File: src/mmpp_pkg.sv
package mmpp_pkg;

  // ----------------------------------------
  // Widths
  // ----------------------------------------
  localparam int unsigned AddrWidth  = 32;
  localparam int unsigned DataWidth  = 32;
  localparam int unsigned RedWidth   = 18;
  localparam int unsigned GreenWidth = 9;
  localparam int unsigned SwWidth    = 18;
  localparam int unsigned KeyWidth   = 4;
  localparam int unsigned SegWidth   = 7;
  localparam int unsigned DigitCount = 4;
  localparam int unsigned LaneWidth  = 8;

  // ----------------------------------------
  // Register addresses
  // ----------------------------------------
  localparam logic [31:0] AddrRedLamp    = 32'hFF20_0000;
  localparam logic [31:0] AddrGreenLamp  = 32'hFF20_0010;
  localparam logic [31:0] AddrDigitLow   = 32'hFF20_0020;
  localparam logic [31:0] AddrDigitHigh  = 32'hFF20_0030;
  localparam logic [31:0] AddrSlideSw    = 32'hFF20_0040;
  localparam logic [31:0] AddrKeyData    = 32'hFF20_0050;
  localparam logic [31:0] AddrKeyExtraA  = 32'hFF20_0058;
  localparam logic [31:0] AddrKeyExtraB  = 32'hFF20_005C;

  // ----------------------------------------
  // Reset values
  // ----------------------------------------
  localparam logic [31:0] ResetWord = 32'h0000_0000;

  // ----------------------------------------
  // Carriers
  // ----------------------------------------
  typedef struct packed {
    logic        read;
    logic        write;
    logic [31:0] addr;
    logic [31:0] wdata;
  } mmpp_req_t;

  typedef struct packed {
    logic        valid;
    logic [31:0] rdata;
  } mmpp_rsp_t;

endpackage

File: src/mmpp_digit_store.sv
`timescale 1ns/1ns
`default_nettype none

module mmpp_digit_store
  import mmpp_pkg::*;
(
  input  wire logic             clk,
  input  wire logic             nrst,
  input  wire logic             wrEn,
  input  wire logic             wrSel,
  input  wire logic [31:0]      wrData,
  output var  logic [31:0]      lowWord,
  output var  logic [31:0]      highWord
);

  logic [31:0] low_q;
  logic [31:0] low_d;
  logic [31:0] high_q;
  logic [31:0] high_d;

  // ----------------------------------------
  // Two digit words
  // ----------------------------------------
  always_comb begin
    low_d  = low_q;
    high_d = high_q;
    if (wrEn && !wrSel) begin
      low_d = wrData;
    end
    if (wrEn && wrSel) begin
      high_d = wrData;
    end
  end

  always_ff @(posedge clk) begin
    if (!nrst) begin
      low_q  <= ResetWord;
      high_q <= ResetWord;
    end else begin
      low_q  <= low_d;
      high_q <= high_d;
    end
  end

  assign lowWord  = low_q;
  assign highWord = high_q;

endmodule

`default_nettype wire

File: src/mmpp_parallel_ports.sv
// Behaviour
// - Each port has a base and up to four 32-bit word registers.
// - Output ports have writable data, input ports readable data.
// - A bidirectional port adds a direction register of data width.
// - Direction bit 0 makes a data bit input, 1 makes it output.
// - Red lamp port: 18-bit write-only register at FF200000.
// - Green lamp port: nine-bit output register at FF200010.
// - Word writes to lamps; bits above the width are dropped.
// - Digit words at FF200020 (digits 3..0) and FF200030 (7..4).
// - Stored digit bits drive segments directly, no decoding.
// - Slide switch port: 18-bit read-only register at FF200040.
// - Push-button port: three 4-bit word registers from FF200050.
// - Remaining push-button registers decode at FF200058 and FF20005C.
`timescale 1ns/1ns
`default_nettype none

module mmpp_parallel_ports
  import mmpp_pkg::*;
(
  input  wire logic                      clk,
  input  wire logic                      nrst,
  input  wire mmpp_req_t                 busReq,
  output var  mmpp_rsp_t                 busRsp,
  output var  logic [RedWidth-1:0]       redLamps,
  output var  logic [GreenWidth-1:0]     greenLamps,
  output var  logic [SegWidth-1:0]       digitLow [DigitCount],
  output var  logic [SegWidth-1:0]       digitHigh [DigitCount],
  input  wire logic [SwWidth-1:0]        slideSwitches,
  input  wire logic [KeyWidth-1:0]       pushButtons
);

  // ----------------------------------------
  // Address decode
  // ----------------------------------------
  // No port here is bidirectional, so base plus four stays unmapped
  logic hitRed;
  logic hitGreen;
  logic hitDigLow;
  logic hitDigHigh;
  logic hitSw;
  logic hitKey;
  logic hitKeyA;
  logic hitKeyB;

  always_comb begin
    hitRed     = (busReq.addr == AddrRedLamp);
    hitGreen   = (busReq.addr == AddrGreenLamp);
    hitDigLow  = (busReq.addr == AddrDigitLow);
    hitDigHigh = (busReq.addr == AddrDigitHigh);
    hitSw      = (busReq.addr == AddrSlideSw);
    hitKey     = (busReq.addr == AddrKeyData);
    hitKeyA    = (busReq.addr == AddrKeyExtraA);
    hitKeyB    = (busReq.addr == AddrKeyExtraB);
  end

  // ----------------------------------------
  // Lamp and push-button registers
  // ----------------------------------------
  logic [RedWidth-1:0]   red_q;
  logic [RedWidth-1:0]   red_d;
  logic [GreenWidth-1:0] green_q;
  logic [GreenWidth-1:0] green_d;
  logic [KeyWidth-1:0]   keyA_q;
  logic [KeyWidth-1:0]   keyA_d;
  logic [KeyWidth-1:0]   keyB_q;
  logic [KeyWidth-1:0]   keyB_d;

  always_comb begin
    red_d   = red_q;
    green_d = green_q;
    keyA_d  = keyA_q;
    keyB_d  = keyB_q;
    if (busReq.write && hitRed) begin
      red_d = busReq.wdata[RedWidth-1:0];
    end
    if (busReq.write && hitGreen) begin
      green_d = busReq.wdata[GreenWidth-1:0];
    end
    if (busReq.write && hitKeyA) begin
      keyA_d = busReq.wdata[KeyWidth-1:0];
    end
    if (busReq.write && hitKeyB) begin
      keyB_d = busReq.wdata[KeyWidth-1:0];
    end
  end

  always_ff @(posedge clk) begin
    if (!nrst) begin
      red_q   <= ResetWord[RedWidth-1:0];
      green_q <= ResetWord[GreenWidth-1:0];
      keyA_q  <= ResetWord[KeyWidth-1:0];
      keyB_q  <= ResetWord[KeyWidth-1:0];
    end else begin
      red_q   <= red_d;
      green_q <= green_d;
      keyA_q  <= keyA_d;
      keyB_q  <= keyB_d;
    end
  end

  assign redLamps   = red_q;
  assign greenLamps = green_q;

  // ----------------------------------------
  // Digit words
  // ----------------------------------------
  logic [31:0] lowWord;
  logic [31:0] highWord;

  mmpp_digit_store uDigits (
    .clk      (clk),
    .nrst     (nrst),
    .wrEn     (busReq.write && (hitDigLow || hitDigHigh)),
    .wrSel    (hitDigHigh),
    .wrData   (busReq.wdata),
    .lowWord  (lowWord),
    .highWord (highWord)
  );

  for (genvar g = 0; g < DigitCount; g++) begin : gDigit
    assign digitLow[g]  = lowWord[g*LaneWidth +: SegWidth];
    assign digitHigh[g] = highWord[g*LaneWidth +: SegWidth];
  end

  // ----------------------------------------
  // Read path
  // ----------------------------------------
  mmpp_rsp_t rsp_q;
  mmpp_rsp_t rsp_d;

  always_comb begin
    rsp_d.valid = busReq.read;
    rsp_d.rdata = ResetWord;
    if (busReq.read) begin
      if (hitSw) begin
        rsp_d.rdata[SwWidth-1:0] = slideSwitches;
      end else if (hitKey) begin
        rsp_d.rdata[KeyWidth-1:0] = pushButtons;
      end else if (hitKeyA) begin
        rsp_d.rdata[KeyWidth-1:0] = keyA_q;
      end else if (hitKeyB) begin
        rsp_d.rdata[KeyWidth-1:0] = keyB_q;
      end
    end
  end

  always_ff @(posedge clk) begin
    if (!nrst) begin
      rsp_q <= '0;
    end else begin
      rsp_q <= rsp_d;
    end
  end

  assign busRsp = rsp_q;

endmodule

`default_nettype wire

File: config.mk
export PLATFORM = sky130hd
export DESIGN_NAME = mmpp_parallel_ports
export DESIGN_NICKNAME = d
export VERILOG_FILES = /design/src/mmpp_pkg.sv /design/src/mmpp_digit_store.sv /design/src/mmpp_parallel_ports.sv
export SDC_FILE = /design/constraint.sdc
export NUM_CORES = 1
export LEC_CHECK = 0
export BUFFER_PORTS_ARGS = -buffer_cell sky130_fd_sc_hd__buf_2
export CORE_UTILIZATION = 34
export CTS_CLUSTER_SIZE = 28
export DETAILED_ROUTE_END_ITERATION = 12
export PLACE_DENSITY_LB_ADDON = 0.1
export SLEW_MARGIN = 25
export SYNTH_ARGS = -nofsm -noshare
export SYNTH_HDL_FRONTEND = slang
export SYNTH_HIERARCHICAL = 1
export SYNTH_SLANG_ARGS = --single-unit
export TNS_END_PERCENT = 20
File: constraint.sdc
create_clock -name clk -period 3.35 [get_ports clk]
set_input_delay 0.335 -clock clk [delete_from_list [all_inputs] [get_ports clk]]
set_output_delay 0.335 -clock clk [all_outputs]
set_load 0.005 [all_outputs]
==> qor.yml <==
clocking:
  cts-resized-gates: 0
  insertion_delay_ps: 340
  post_cts.repair.setup_buffers: 0
  cts_root_buffer: "clkbuf_16"
  cts.clk_slew.worst_paths_ps: 80
  clock_sinks: 110
  cts_buffers: 9
  htree_levels: 3
  cts_tree: "yes"
  clockBufferDepth: 2
  postCtsHoldBufs: 0
timing:
  final_critical_path_setup_slack_ps: 923
  max_freq_mhz: 412
  fin_tns_setup_ps: 0
  fin_skew_ps: 3.84
  period_needed_ps: 2430
  rsz0062_at_grt: "false"
  timing_max_transition_violations_final: 0
  post-route-period-util_pct: 72.5
  finalHoldViolCount: 0
  tightest_slew_ps: 589
  max_slew_margin_pct: 60.5
  finalSetupViolCount: 0
finish:
  synthToLayoutAreaGrowth_pct: 29.0
  drive_gt1_share_pct: 34.9
  fill_cells: 1281
  final_util_pct: 45.1
  nets: 712
  multi_input_area_mm2: 0.00196
  antennaDiodeCount: 0
  regArea_mm2: 0.00220
grt:
  gr-total-overflow: 0
  grt_max_degree: 93
  grt_use_total_pct: 16.2
  antenna_found_initial: 0
  grt_pass1_wl_um: 16700
  grt_pass1_vias: 3335
setup_path:
  worstPathRequired_ps: 3630
  cp_max_fo: 19
  crit_chain: "buf_2 -> nor4bb_1 -> nand4_1 -> nor2_1 -> and4_1 -> and2_2 -> buf_12 -> mux2i_1"
  worst_setup_path_start_kind: "primary input"
  crit_type: "in2reg"
  cp_slowest_cell: "nor2_1"
  r2r_cells: 3
  critPathMaxStageDelay_ps: 400
  cp-end-kind: "flop"
  arrival_ps: 2710
route:
  routedWlPerCell_um: 13.5
  drt-initial-drc-count: 126
  vias: 3541
  totalWireLength_um: 10800
  first_pass_iters: 4
  postRouteAntennaNets: 0
  routed_via_density: 4.43
  drc_errors: 0
min_path:
  hold_path_depth: 2
  hold_path_class: "in2reg"
placed_design:
  preCtsSetupSlack_ps: 511
  io_buffers: 189
  place.gp.congestion: 0.740
  dp_hpwl_um: 7830
floorplan:
  core_mm2: 0.0127
  die_x_um: 116
  start_util_pct: 34.9
  dieArea_mm2: 0.0135
  rows: 41
  dieHeight_um: 116
  io_pins: 206
job:
  drv_cap: 0
pwr:
  powerDensity_mw_per_mm2: 443
  vdd_drop_max_mv: 0.196
  power_mw: 2.53
  p_leak_nw: 2.57
synth:
  ys_warn_count: 6
  synthesis.area_mm2: 0.00443
  synth.avg_cell_area_um2: 9.86
  syn_inst: 449
run_status:
  status: "finished clean"
## critical path: cells and delay by family
| kind | cells | cell delay [ps] |
|---|---|---|
| AND/OR/NAND/NOR | 5 | 1800 |
| buffers and inverters | 2 | 330 |
| multiplexers | 1 | 210 |
## state kept, by name (all words and copies together) (netlist names)
name,cells
uDigits/highWord,28
uDigits/lowWord,28
busRsp,19
redLamps,18
greenLamps,9
keyA_q,4
keyB_q,4
## power by group
| part | switching [mW] | total, mW | internal (mW) |
|---|---|---|---|
| Sequential | 0.000136 | 1.31 | 1.31 |
| Clock | 0.506 | 1.10 | 0.591 |
| Combinational | 0.0744 | 0.129 | 0.0544 |
## metal layers
| metal | vias to the layer above | global-route usage [%] | wire [um] |
|---|---|---|---|
| met5 | - | 0 | 0 |
| met4 | 0 | 8.80 | 328 |
| met3 | 22 | 4.98 | 725 |
| met2 | 116 | 24.8 | 4590 |
| met1 | 1600 | 20.5 | 5150 |
| li1 | 1803 | - | - |
## per-stage QoR
stage	instances	hold WS [ps]	cell area, um2
floorplan	462	434	4480
global placement	783	439	5410
detailed placement	783	443	5410
CTS	799	173	5710
global route	799	175	5710
finish	799	184	5710
## layout by cell type, fill, tap and decap left out, types with 4 or more instances in the layout
master and n:
and2_1 14, and4_1 5, buf_2 188, clkbuf_16 9, conb_1 14, dfxtp_1 110
mux2i_1 95, nand2_1 139, nor2b_1 4, o2111a_1 4, o22ai_1 4
## final timing paths
| kind | start | to | slack [ps] |
|---|---|---|---|
| setup / recovery | busReq[55] | uDigits/highWord[14] | 920 |
| hold / removal | slideSwitches[12] | busRsp[12] | 180 |
| setup reg to reg | keyB_q[2] | busRsp[2] | 2420 |
| hold reg to reg | uDigits/lowWord[3] | uDigits/lowWord[3] | 450 |
## final cells by class
class                           count  area share, %
Clock buffer                        9           3.94
Timing Repair Buffer              194           17.9
Sequential cell                   110           38.5
Multi-Input combinational cell    305           34.3
Tap cell                          172           3.77
Inverter                            2          0.131
Clock inverter                      7           1.40
Note: power is estimated with default switching activity, not from simulation.
